===== src/common/fault_monitor_pkg.sv =====
// constants and register map of the interface fault and alarm monitor
// Notes on behaviour
// data-fault mode flags stuck tx data as fault
// AIS mode flags all-ones tx data as alarm
// check set to none keeps tx indication off
// AIS never requests redundancy switching
// tx PLL unlocked raises tx PLL fault
// tx clock idle: alarm, use internal clock
// unapplicable tx parameter raises configuration fault
// read of empty rx buffer raises underflow
// write into full rx buffer raises overflow
// data-fault mode flags stuck rx data as fault
// AIS mode flags all-ones rx data as alarm
// check set to none keeps rx indication off
// frame error rate above 1e-3 is a fault
// buffer PLL unlocked raises buffer PLL fault
// rx clock idle: fault, use satellite clock
// demultiplexer not frame locked is a fault
// fill below 10% or above 90% alarms
// faults request switching, alarms never do
// clock idle after window without edges
// pattern must persist; first transition clears it
package fault_monitor_pkg;
    localparam logic [11:0] ctrl_addr = 12'h000;
    localparam logic [11:0] status_addr = 12'h004;
    localparam logic [11:0] sticky_addr = 12'h008;
    localparam logic [11:0] fill_addr = 12'h00C;
    localparam logic [11:0] errors_addr = 12'h010;
    // ctrl fields: tx check mode [1:0], rx check mode [3:2]
    localparam int ctrl_tx_mode_lsb = 0;
    localparam int ctrl_rx_mode_lsb = 2;
    localparam logic [31:0] ctrl_reset = 32'h0000_0000;
    typedef enum logic [1:0]
    {
        check_none = 2'b00,
        check_data = 2'b01,
        check_ais = 2'b10
    } check_mode_t;
    // status bit positions
    localparam int st_tx_stable = 0;
    localparam int st_tx_ais = 1;
    localparam int st_tx_pll = 2;
    localparam int st_tx_clk = 3;
    localparam int st_tx_cfg = 4;
    localparam int st_underflow = 5;
    localparam int st_overflow = 6;
    localparam int st_rx_stable = 7;
    localparam int st_rx_ais = 8;
    localparam int st_frame_error_rate_fault = 9;
    localparam int st_buf_pll = 10;
    localparam int st_rx_clk = 11;
    localparam int st_demux = 12;
    localparam int st_fill = 13;
    localparam int status_bits = 14;
    // timing: activity window and pattern persistence, in ns
    localparam int clk_period_ns = 4;
    localparam int activity_window_ns = 4000;
    localparam int persist_ns = 4000;
    localparam int activity_cycles = activity_window_ns / clk_period_ns;
    localparam int persist_cycles = persist_ns / clk_period_ns;
    // frame error ratio threshold: 1 in 1000
    localparam int ber_denominator = 1000;
    localparam int fill_low_pct = 10;
    localparam int fill_high_pct = 90;
    localparam logic [1:0] resp_okay = 2'b00;
    localparam logic [1:0] resp_slverr = 2'b10;
endpackage


===== src/rtl/interface_fault_alarm_monitor.sv =====
// interface fault and alarm monitor with an AXI4-Lite register slave
//
// The register addresses and the AXI4-Lite interface to the registers were decided locally.
`timescale 1ns/10ps
`default_nettype none
module interface_fault_alarm_monitor #(
    parameter int fill_width = 16,
    parameter int activity_count = fault_monitor_pkg::activity_cycles,
    parameter int persist_count = fault_monitor_pkg::persist_cycles
)
(
    input wire logic aclk,
    input wire logic aresetn,
    input wire logic clk_en,
    input wire logic [11:0] s_axi_awaddr,
    input wire logic s_axi_awvalid,
    output logic s_axi_awready,
    input wire logic [31:0] s_axi_wdata,
    input wire logic [3:0] s_axi_wstrb,
    input wire logic s_axi_wvalid,
    output logic s_axi_wready,
    output logic [1:0] s_axi_bresp,
    output logic s_axi_bvalid,
    input wire logic s_axi_bready,
    input wire logic [11:0] s_axi_araddr,
    input wire logic s_axi_arvalid,
    output logic s_axi_arready,
    output logic [31:0] s_axi_rdata,
    output logic [1:0] s_axi_rresp,
    output logic s_axi_rvalid,
    input wire logic s_axi_rready,
    input wire logic tx_data,
    input wire logic tx_data_valid,
    input wire logic rx_data,
    input wire logic rx_data_valid,
    input wire logic tx_pll_locked,
    input wire logic buf_pll_locked,
    input wire logic tx_if_clk,
    input wire logic rx_if_clk,
    input wire logic tx_cfg_reject,
    input wire logic buf_read,
    input wire logic buf_write,
    input wire logic buf_empty,
    input wire logic buf_full,
    input wire logic [fill_width-1:0] buf_fill,
    input wire logic [fill_width-1:0] buf_depth,
    input wire logic frame_bit,
    input wire logic frame_bit_error,
    input wire logic demux_locked,
    output logic tx_stuck_data_indication,
    output logic rx_stuck_data_indication,
    output logic frame_error_rate_fault,
    output logic rx_clock_activity_loss,
    output logic demultiplexer_sync_loss,
    output logic tx_clock_activity_loss,
    output logic tx_use_internal_clock,
    output logic rx_use_satellite_clock,
    output logic [fault_monitor_pkg::status_bits-1:0] status,
    output logic switch_request
);
    initial
    begin
        if (fill_width < 8 || fill_width > 32 || activity_count < 2 || persist_count < 2)
            $error("interface_fault_alarm_monitor: unsupported parameter value");
    end

    localparam int cw = 32;

    logic [31:0] ctrl;
    logic [fault_monitor_pkg::status_bits-1:0] sticky;
    logic [15:0] ber_bits;
    logic [15:0] ber_errs;

    logic [cw-1:0] tx_run;
    logic [cw-1:0] rx_run;
    logic tx_prev;
    logic rx_prev;
    logic tx_ones;
    logic rx_ones;

    logic [cw-1:0] tx_idle;
    logic [cw-1:0] rx_idle;
    logic tx_clk_d;
    logic rx_clk_d;

    logic aw_held;
    logic w_held;
    logic [11:0] aw_addr;
    logic [31:0] w_data;
    logic [31:0] w_mask;

    wire fault_monitor_pkg::check_mode_t tx_mode =
        fault_monitor_pkg::check_mode_t'(ctrl[fault_monitor_pkg::ctrl_tx_mode_lsb +: 2]);
    wire fault_monitor_pkg::check_mode_t rx_mode =
        fault_monitor_pkg::check_mode_t'(ctrl[fault_monitor_pkg::ctrl_rx_mode_lsb +: 2]);

    // a run counter saturates so a long stuck line cannot wrap back to clear
    function automatic logic [cw-1:0] run_next(input logic [cw-1:0] run, input logic valid,
        input logic bit_now, input logic bit_prev);
        if (!valid)
            run_next = run;
        else if (bit_now != bit_prev)
            run_next = '0;
        else if (run == {cw{1'b1}})
            run_next = run;
        else
            run_next = run + 1'b1;
    endfunction

    function automatic logic [cw-1:0] idle_next(input logic [cw-1:0] idle, input logic edge_seen);
        if (edge_seen)
            idle_next = '0;
        else if (idle == {cw{1'b1}})
            idle_next = idle;
        else
            idle_next = idle + 1'b1;
    endfunction

    wire [cw-1:0] next_tx_run = run_next(tx_run, tx_data_valid, tx_data, tx_prev);
    wire [cw-1:0] next_rx_run = run_next(rx_run, rx_data_valid, rx_data, rx_prev);
    wire [cw-1:0] next_tx_idle = idle_next(tx_idle, tx_if_clk != tx_clk_d);
    wire [cw-1:0] next_rx_idle = idle_next(rx_idle, rx_if_clk != rx_clk_d);

    // pattern must hold for the persistence interval; a transition resets the run
    wire tx_persist = tx_run >= cw'(persist_count);
    wire rx_persist = rx_run >= cw'(persist_count);
    wire tx_stable = tx_persist && (tx_mode == fault_monitor_pkg::check_data);
    wire tx_ais = tx_persist && tx_ones && (tx_mode == fault_monitor_pkg::check_ais);
    wire rx_stable = rx_persist && (rx_mode == fault_monitor_pkg::check_data);
    wire rx_ais = rx_persist && rx_ones &&
        (rx_mode == fault_monitor_pkg::check_ais);
    wire tx_clk_dead = tx_idle >= cw'(activity_count);
    wire rx_clk_dead = rx_idle >= cw'(activity_count);

    // 1e-3 judged per block of 1000 frame bits: more than one error per block
    wire ber_block_end = frame_bit && (ber_bits == 16'(fault_monitor_pkg::ber_denominator - 1));
    wire [15:0] ber_errs_now = ber_errs + 16'(frame_bit && frame_bit_error);

    wire [fill_width+6:0] fill_pct = (fill_width + 7)'(buf_fill) * 7'd100;
    wire [fill_width+6:0] depth_lo =
        (fill_width + 7)'(buf_depth) * 7'(fault_monitor_pkg::fill_low_pct);
    wire [fill_width+6:0] depth_hi =
        (fill_width + 7)'(buf_depth) * 7'(fault_monitor_pkg::fill_high_pct);
    wire fill_bad = (fill_pct < depth_lo) || (fill_pct > depth_hi);
    wire underflow = buf_read && buf_empty;
    wire overflow = buf_write && buf_full;

    logic [fault_monitor_pkg::status_bits-1:0] next_status;
    always_comb
    begin
        next_status = '0;

        next_status[fault_monitor_pkg::st_tx_stable] = tx_stable;
        next_status[fault_monitor_pkg::st_tx_ais] = tx_ais;
        next_status[fault_monitor_pkg::st_tx_pll] = !tx_pll_locked;
        next_status[fault_monitor_pkg::st_tx_clk] = tx_clk_dead;
        next_status[fault_monitor_pkg::st_tx_cfg] = tx_cfg_reject;

        next_status[fault_monitor_pkg::st_underflow] = underflow;
        next_status[fault_monitor_pkg::st_overflow] = overflow;

        next_status[fault_monitor_pkg::st_rx_stable] = rx_stable;
        next_status[fault_monitor_pkg::st_rx_ais] = rx_ais;
        next_status[fault_monitor_pkg::st_frame_error_rate_fault] = frame_error_rate_fault;
        next_status[fault_monitor_pkg::st_buf_pll] = !buf_pll_locked;
        next_status[fault_monitor_pkg::st_rx_clk] = rx_clk_dead;
        next_status[fault_monitor_pkg::st_demux] = !demux_locked;
        next_status[fault_monitor_pkg::st_fill] = fill_bad;
    end

    // only faults switch; AIS, tx clock activity, buffer and fill alarms do not
    wire next_switch = tx_stable || !tx_pll_locked || tx_cfg_reject || rx_stable ||
        frame_error_rate_fault || !buf_pll_locked || rx_clk_dead || !demux_locked;

    wire [fault_monitor_pkg::status_bits-1:0] pad = '0;
    wire do_write = aw_held && w_held && !s_axi_bvalid;
    wire do_read = s_axi_arvalid && s_axi_arready;
    wire wr_ctrl = do_write && (aw_addr == fault_monitor_pkg::ctrl_addr);
    wire wr_sticky = do_write && (aw_addr == fault_monitor_pkg::sticky_addr);
    wire wr_known = wr_ctrl || wr_sticky;
    wire [31:0] strb_mask = {{8{s_axi_wstrb[3]}}, {8{s_axi_wstrb[2]}},
        {8{s_axi_wstrb[1]}}, {8{s_axi_wstrb[0]}}};
    wire [fault_monitor_pkg::status_bits-1:0] clr_bits =
        wr_sticky ? w_data[fault_monitor_pkg::status_bits-1:0] : pad;
    // set wins over a simultaneous write-one-to-clear
    wire [fault_monitor_pkg::status_bits-1:0] next_sticky = (sticky & ~clr_bits) | next_status;
    wire rd_known = (s_axi_araddr == fault_monitor_pkg::ctrl_addr) ||
        (s_axi_araddr == fault_monitor_pkg::status_addr) ||
        (s_axi_araddr == fault_monitor_pkg::sticky_addr) ||
        (s_axi_araddr == fault_monitor_pkg::fill_addr) ||
        (s_axi_araddr == fault_monitor_pkg::errors_addr);
    wire [31:0] rd_value =
        (s_axi_araddr == fault_monitor_pkg::ctrl_addr) ? ctrl :
        (s_axi_araddr == fault_monitor_pkg::status_addr) ? 32'(status) :
        (s_axi_araddr == fault_monitor_pkg::sticky_addr) ? 32'(sticky) :
        (s_axi_araddr == fault_monitor_pkg::fill_addr) ? 32'(buf_fill) :
        (s_axi_araddr == fault_monitor_pkg::errors_addr) ? {ber_bits, ber_errs} : 32'h0000_0000;

    always_ff @(posedge aclk)
    begin
        if (!aresetn)
        begin
            tx_run <= '0;
            rx_run <= '0;
            tx_prev <= 1'b0;
            rx_prev <= 1'b0;
            tx_ones <= 1'b0;
            rx_ones <= 1'b0;
            tx_idle <= '0;
            rx_idle <= '0;
            tx_clk_d <= 1'b0;
            rx_clk_d <= 1'b0;
        end
        else if (clk_en)
        begin
            tx_run <= next_tx_run;
            rx_run <= next_rx_run;
            if (tx_data_valid)
            begin
                tx_prev <= tx_data;
                tx_ones <= tx_data;
            end
            if (rx_data_valid)
            begin
                rx_prev <= rx_data;
                rx_ones <= rx_data;
            end
            tx_idle <= next_tx_idle;
            rx_idle <= next_rx_idle;
            tx_clk_d <= tx_if_clk;
            rx_clk_d <= rx_if_clk;
        end
    end

    always_ff @(posedge aclk)
    begin
        if (!aresetn)
        begin
            ber_bits <= 16'h0000;
            ber_errs <= 16'h0000;
            frame_error_rate_fault <= 1'b0;
        end
        else if (clk_en && frame_bit)
        begin
            ber_bits <= ber_block_end ? 16'h0000 : ber_bits + 16'h0001;
            ber_errs <= ber_block_end ? 16'h0000 : ber_errs_now;
            if (ber_block_end)
                frame_error_rate_fault <= ber_errs_now > 16'h0001;
        end
    end

    always_ff @(posedge aclk)
    begin
        if (!aresetn)
        begin
            status <= '0;
            sticky <= '0;
            switch_request <= 1'b0;
            tx_stuck_data_indication <= 1'b0;
            rx_stuck_data_indication <= 1'b0;
            rx_clock_activity_loss <= 1'b0;
            demultiplexer_sync_loss <= 1'b0;
            tx_clock_activity_loss <= 1'b0;
            tx_use_internal_clock <= 1'b0;
            rx_use_satellite_clock <= 1'b0;
        end
        else if (clk_en)
        begin
            status <= next_status;
            sticky <= next_sticky;
            switch_request <= next_switch;
            tx_stuck_data_indication <= tx_stable || tx_ais;
            rx_stuck_data_indication <= rx_stable || rx_ais;
            rx_clock_activity_loss <= rx_clk_dead;
            demultiplexer_sync_loss <= !demux_locked;
            tx_clock_activity_loss <= tx_clk_dead;
            tx_use_internal_clock <= tx_clk_dead;
            rx_use_satellite_clock <= rx_clk_dead;
        end
    end

    always_ff @(posedge aclk)
    begin
        if (!aresetn)
        begin
            ctrl <= fault_monitor_pkg::ctrl_reset;
            aw_held <= 1'b0;
            w_held <= 1'b0;
            aw_addr <= 12'h000;
            w_data <= 32'h0000_0000;
            w_mask <= 32'h0000_0000;
            s_axi_awready <= 1'b0;
            s_axi_wready <= 1'b0;
            s_axi_bvalid <= 1'b0;
            s_axi_bresp <= fault_monitor_pkg::resp_okay;
            s_axi_arready <= 1'b0;
            s_axi_rvalid <= 1'b0;
            s_axi_rdata <= 32'h0000_0000;
            s_axi_rresp <= fault_monitor_pkg::resp_okay;
        end
        else if (clk_en)
        begin
            s_axi_awready <= !aw_held && !s_axi_awready && s_axi_awvalid;
            s_axi_wready <= !w_held && !s_axi_wready && s_axi_wvalid;

            if (s_axi_awvalid && s_axi_awready)
            begin
                aw_held <= 1'b1;
                aw_addr <= s_axi_awaddr;
            end
            if (s_axi_wvalid && s_axi_wready)
            begin
                w_held <= 1'b1;
                w_data <= s_axi_wdata & strb_mask;
                w_mask <= strb_mask;
            end

            if (do_write)
            begin
                aw_held <= 1'b0;
                w_held <= 1'b0;
                s_axi_bvalid <= 1'b1;
                s_axi_bresp <= wr_known ? fault_monitor_pkg::resp_okay :
                    fault_monitor_pkg::resp_slverr;
                if (wr_ctrl)
                    ctrl <= (ctrl & ~w_mask) | w_data;
            end
            else if (s_axi_bvalid && s_axi_bready)
                s_axi_bvalid <= 1'b0;

            s_axi_arready <= !s_axi_arready && !s_axi_rvalid && s_axi_arvalid;
            if (do_read)
            begin
                s_axi_rvalid <= 1'b1;
                s_axi_rdata <= rd_value;
                s_axi_rresp <= rd_known ? fault_monitor_pkg::resp_okay :
                    fault_monitor_pkg::resp_slverr;
            end
            else if (s_axi_rvalid && s_axi_rready)
                s_axi_rvalid <= 1'b0;
        end
    end
endmodule // interface_fault_alarm_monitor
`default_nettype wire


===== config.mk =====
export PLATFORM = sky130hd
export DESIGN_NAME = interface_fault_alarm_monitor
export DESIGN_NICKNAME = d
export VERILOG_FILES = /design/src/common/fault_monitor_pkg.sv /design/src/rtl/interface_fault_alarm_monitor.sv
export SDC_FILE = /design/constraint.sdc
export NUM_CORES = 1
export LEC_CHECK = 0
export ABC_CLOCK_PERIOD_IN_PS = 7300
export BUFFER_PORTS_ARGS = -buffer_cell sky130_fd_sc_hd__buf_2
export CORE_ASPECT_RATIO = 1.75
export CORE_UTILIZATION = 40
export CTS_CLUSTER_SIZE = 30
export DETAILED_ROUTE_END_ITERATION = 12
export PLACE_DENSITY = 0.61
export SLEW_MARGIN = 10
export SYNTH_ARGS = -nofsm -noshare
export SYNTH_HDL_FRONTEND = slang
export SYNTH_SLANG_ARGS = --single-unit

===== constraint.sdc =====
create_clock -name aclk -period 7.3 [get_ports aclk]
set_clock_uncertainty 0.15 [all_clocks]
set_input_delay 1.825 -clock aclk [delete_from_list [all_inputs] [get_ports aclk]]
set_output_delay 1.825 -clock aclk [all_outputs]
set_load 0.01 [all_outputs]

==> summary.txt <==
Run status
  – Outcome: finished with violations
  – Failing checks: DRC

Placed design
  – Placed cells: 2,979
  – Placed wire-length estimate: 40,620 um
  – Place WS: approximately 59 ps
  – Gpl congestion: 0.9071
  – Port buffer count: 177
  – Post-DP Area: 20,200 um^2

Timing
  – RSZ-0062 raised after global routing: false
  – Slew @ Worst Pin: 1061 ps
  – Endpoints failing setup: 0
  – Setup ws final: 567.0 ps
  – Rel. slew slack: a little under 30%
  – F_max: 148.5 MHz
  – Fin Hold WS: 304.3 ps
  – Max Transition Viols Final: 0
  – Setup TNS: 0 ps
  – Fin crit period: 6733 ps
  – Hold Fails Final Rpt: 0
  – Period utilization: between 90 and 100%

Logic synthesis
  – Post-synth EDFFs: 0
  – Ys Warns: 0
  – Top cells by count, synth: dfxtp_1, nor2_1, nand2_1
  – Syn Inst Count: 2,303
  – Top cells by area, synth: dfxtp_1, ha_1, nor2_1, a21oi_1, nand2_1
  – Synth area leader: dfxtp_1
  – Synth Register Bits: 317
  – Main synth FF type: dfxtp_1
  – Mean Syn Cell Area: 8.184 um^2
  – Most frequent cell after synthesis: dfxtp_1
  – Yosys top cell area share: about a third
  – Mapped Area: 18,850 um^2
  – Yosys cell types: 81
  – Seq/Total Area, Yosys: roughly a third
  – Post-synth ARST share: 0%

Clock network
  – Clock buffer depth: 3
  – Clock slew at reported path FFs: ~70 ps
  – CTS Hold Buffers Added: 0
  – CTS sink cnt: between 300 and 400
  – Setup bufs post-CTS: 0
  – TritonCTS clock tree: done
  – Clock Latency Late Sink: 570 ps
  – Post-cts resize count: 0
  – Clock Root Buffer: clkbuf_16
  – # H-tree levels: 1
  – Clock buffer count from CTS: 30

Detailed routing
  – Routed wire length: 52,730 um
  – Routed vias/inst: 5.481
  – DRC: 24
  – Routed Antenna Nets: 0
  – WL/cell: 17.36 um
  – DR vias: 16,650
  – DR iter-0 viols: 705
  – 1st-pass router iterations: 9

Die
  – IO Count: 180
  – Core area: 46,190 um^2
  – Initial core utilization: 40.80%
  – Number of cell rows: 104
  – Height of the die: 289.2 um
  – Die area: 48,020 um^2
  – Chip Width: around 170 um

Worst setup path
  – Critical path arrival: just over 7000 ps
  – Cell breakdown of the critical path: buf_2 > ha_1 > xor2_1 > ha_1 > inv_1 > fa_1 > inv_1 > ha_1 > nor2b_1 > o31ai_1 > a21oi_1 > a311oi_1 > nor3_1 > a211o_1 > a21oi_1 > xor2_1 > ha_1 > a21o_1 > a21oi_1 > and3b_1 > o221ai_1 > a32oi_1 > nand2b_1
  – Worst flop-to-flop path startpoint: rx_run[6]$_SDFFE_PN0P_
  – Worst EP required: between 7000 and 8000 ps
  – Buf/Inv on CP: 3
  – Slowest-stage cell, CP: fa_1
  – Crit path kind: primary input to register
  – CP max stage delay: approximately 500 ps
  – Max FO, Critical Path: 4
  – Worst Setup SP: buf_depth[1]
  – CP delay by family, top: compound AO/OA/AOI/OAI gates
  – Worst Setup End Kind: register
  – Startpoint types: primary input
  – Most common cell on crit path: ha_1

Hold path
  – Hold path startpoint: w_data[24]$_SDFFE_PN0P_
  – Hold/Removal Path Class: register to register

Layout
  – Share of layout cells above drive strength 1: 11.46%
  – Register area: 6346 um^2
  – Multi-input gate area: 11,530 um^2
  – Final instance area: 21,320 um^2
  – Final Non-Filler Cells: 3,038
  – Area growth syn-to-layout: 13.14%
  – Fill cells: 4,588
  – Layout Nets: 2,737
  – Final Util: 46.16%

Pwr
  – Pwr per Cell Area: approximately 230 nW/um^2
  – Max VDD drop: roughly 0.16 mV
  – Total Power: 4.930 mW
  – Static Leak: ~8.7 nW

Global route
  – Gr usage total: 21.90%
  – Largest net degree at the start of global routing: 87
  – Gr ovfl total: 0
  – Number of global-route vias before repair: 16,590
  – First-pass GRT wire length: between 80,000 and 90,000 um
  – Initial antenna violation count: 1

Flow run
  – Max-Cap Viols: 0
final timing paths:
| kind | to | depth (start not counted) | slack (ps) |
|---|---|---|---|
| worst max-delay path | sticky[13]$_SDFFE_PN0P_ | 23 | 570 |
| worst min-delay path | w_data[24]$_SDFFE_PN0P_ | 2 | 300 |
| worst max register to register | rx_run[30]$_SDFFE_PN0P_ | 7 | 4570 |
| worst min register to register | w_data[24]$_SDFFE_PN0P_ | 2 | 300 |
kinds of logic (layout without fill, tap and decap cells):
group	after synthesis	in the layout	share of synthesized area, %
flip-flops	317	317	33.67
multiplexers	22	22	1.168
other	1	5	0.01990
buffers and inverters	256	404	5.271
adder cells (fa/ha/maj)	193	193	14.33
XOR/XNOR	161	161	7.482
AND/OR/NAND/NOR	927	927	23.85
AO/OA/AOI/OAI	426	426	14.21
worst register-to-register path: stages (launching register included):
cell     delay [ps]
dfxtp_1         400
nand4_1         250
nor4_2          480
nand2_1         350
nor4_2          530
nand3_1         170
xnor2_1         150
nor2b_1         120
metal layers:
| layer | vias up | GRT usage [%] | part of all wire [%] |
|---|---|---|---|
| met5 | - | 0 | 0 |
| met4 | 0 | 9.322 | 3.9 |
| met3 | 87 | 2.240 | 4.3 |
| met2 | 367 | 41.40 | 52 |
| met1 | 7904 | 24.88 | 40 |
| li1 | 8294 | - | - |
power by group:
part	leakage [nW]	internal, mW	switching (mW)
clock network	0.535	1.04	0.709
registers	2.56	1.75	0.0204
logic	5.65	0.607	0.802
total	8.74	3.40	1.53
placed cells by master, fill, tap and decap left out, drive strengths merged, types with 35 or more instances in the layout:
cell type  netlist  layout
clkbuf          84      39
and3            36      36
nand4           55      55
inv            153     154
nand3          101     101
xnor2           72      72
xor2            89      89
nand2          227     227
a22oi           35      35
ha             155     155
nor2           301     301
nor3            58      58
a21oi          172     172
nor4            40      40
fa              38      38
buf             18     194
o21ai           68      68
dfxtp          317     317
registers in the layout, indices dropped and copies added (netlist names), 4 cells and up:
name and cells:
aw_addr 12, ber_bits 16, ber_errs 16, ctrl 32
rx_idle 32, rx_run 32, s_axi_rdata 32, status 14
sticky 14, tx_idle 32, tx_run 32, w_data 32
w_mask 4
final cells by class:
type | count | share of cell area, %
timing repair buffer | 194 | 4.753
antenna | 3 | 0.03521
tap | 583 | 3.421
clock inverter | 17 | 1.203
inverter | 154 | 2.723
clock buffer | 39 | 4.014
sequential | 317 | 29.76
multi-input combinational | 1731 | 54.09
No activity file was read; power rests on OpenSTA's default activity.
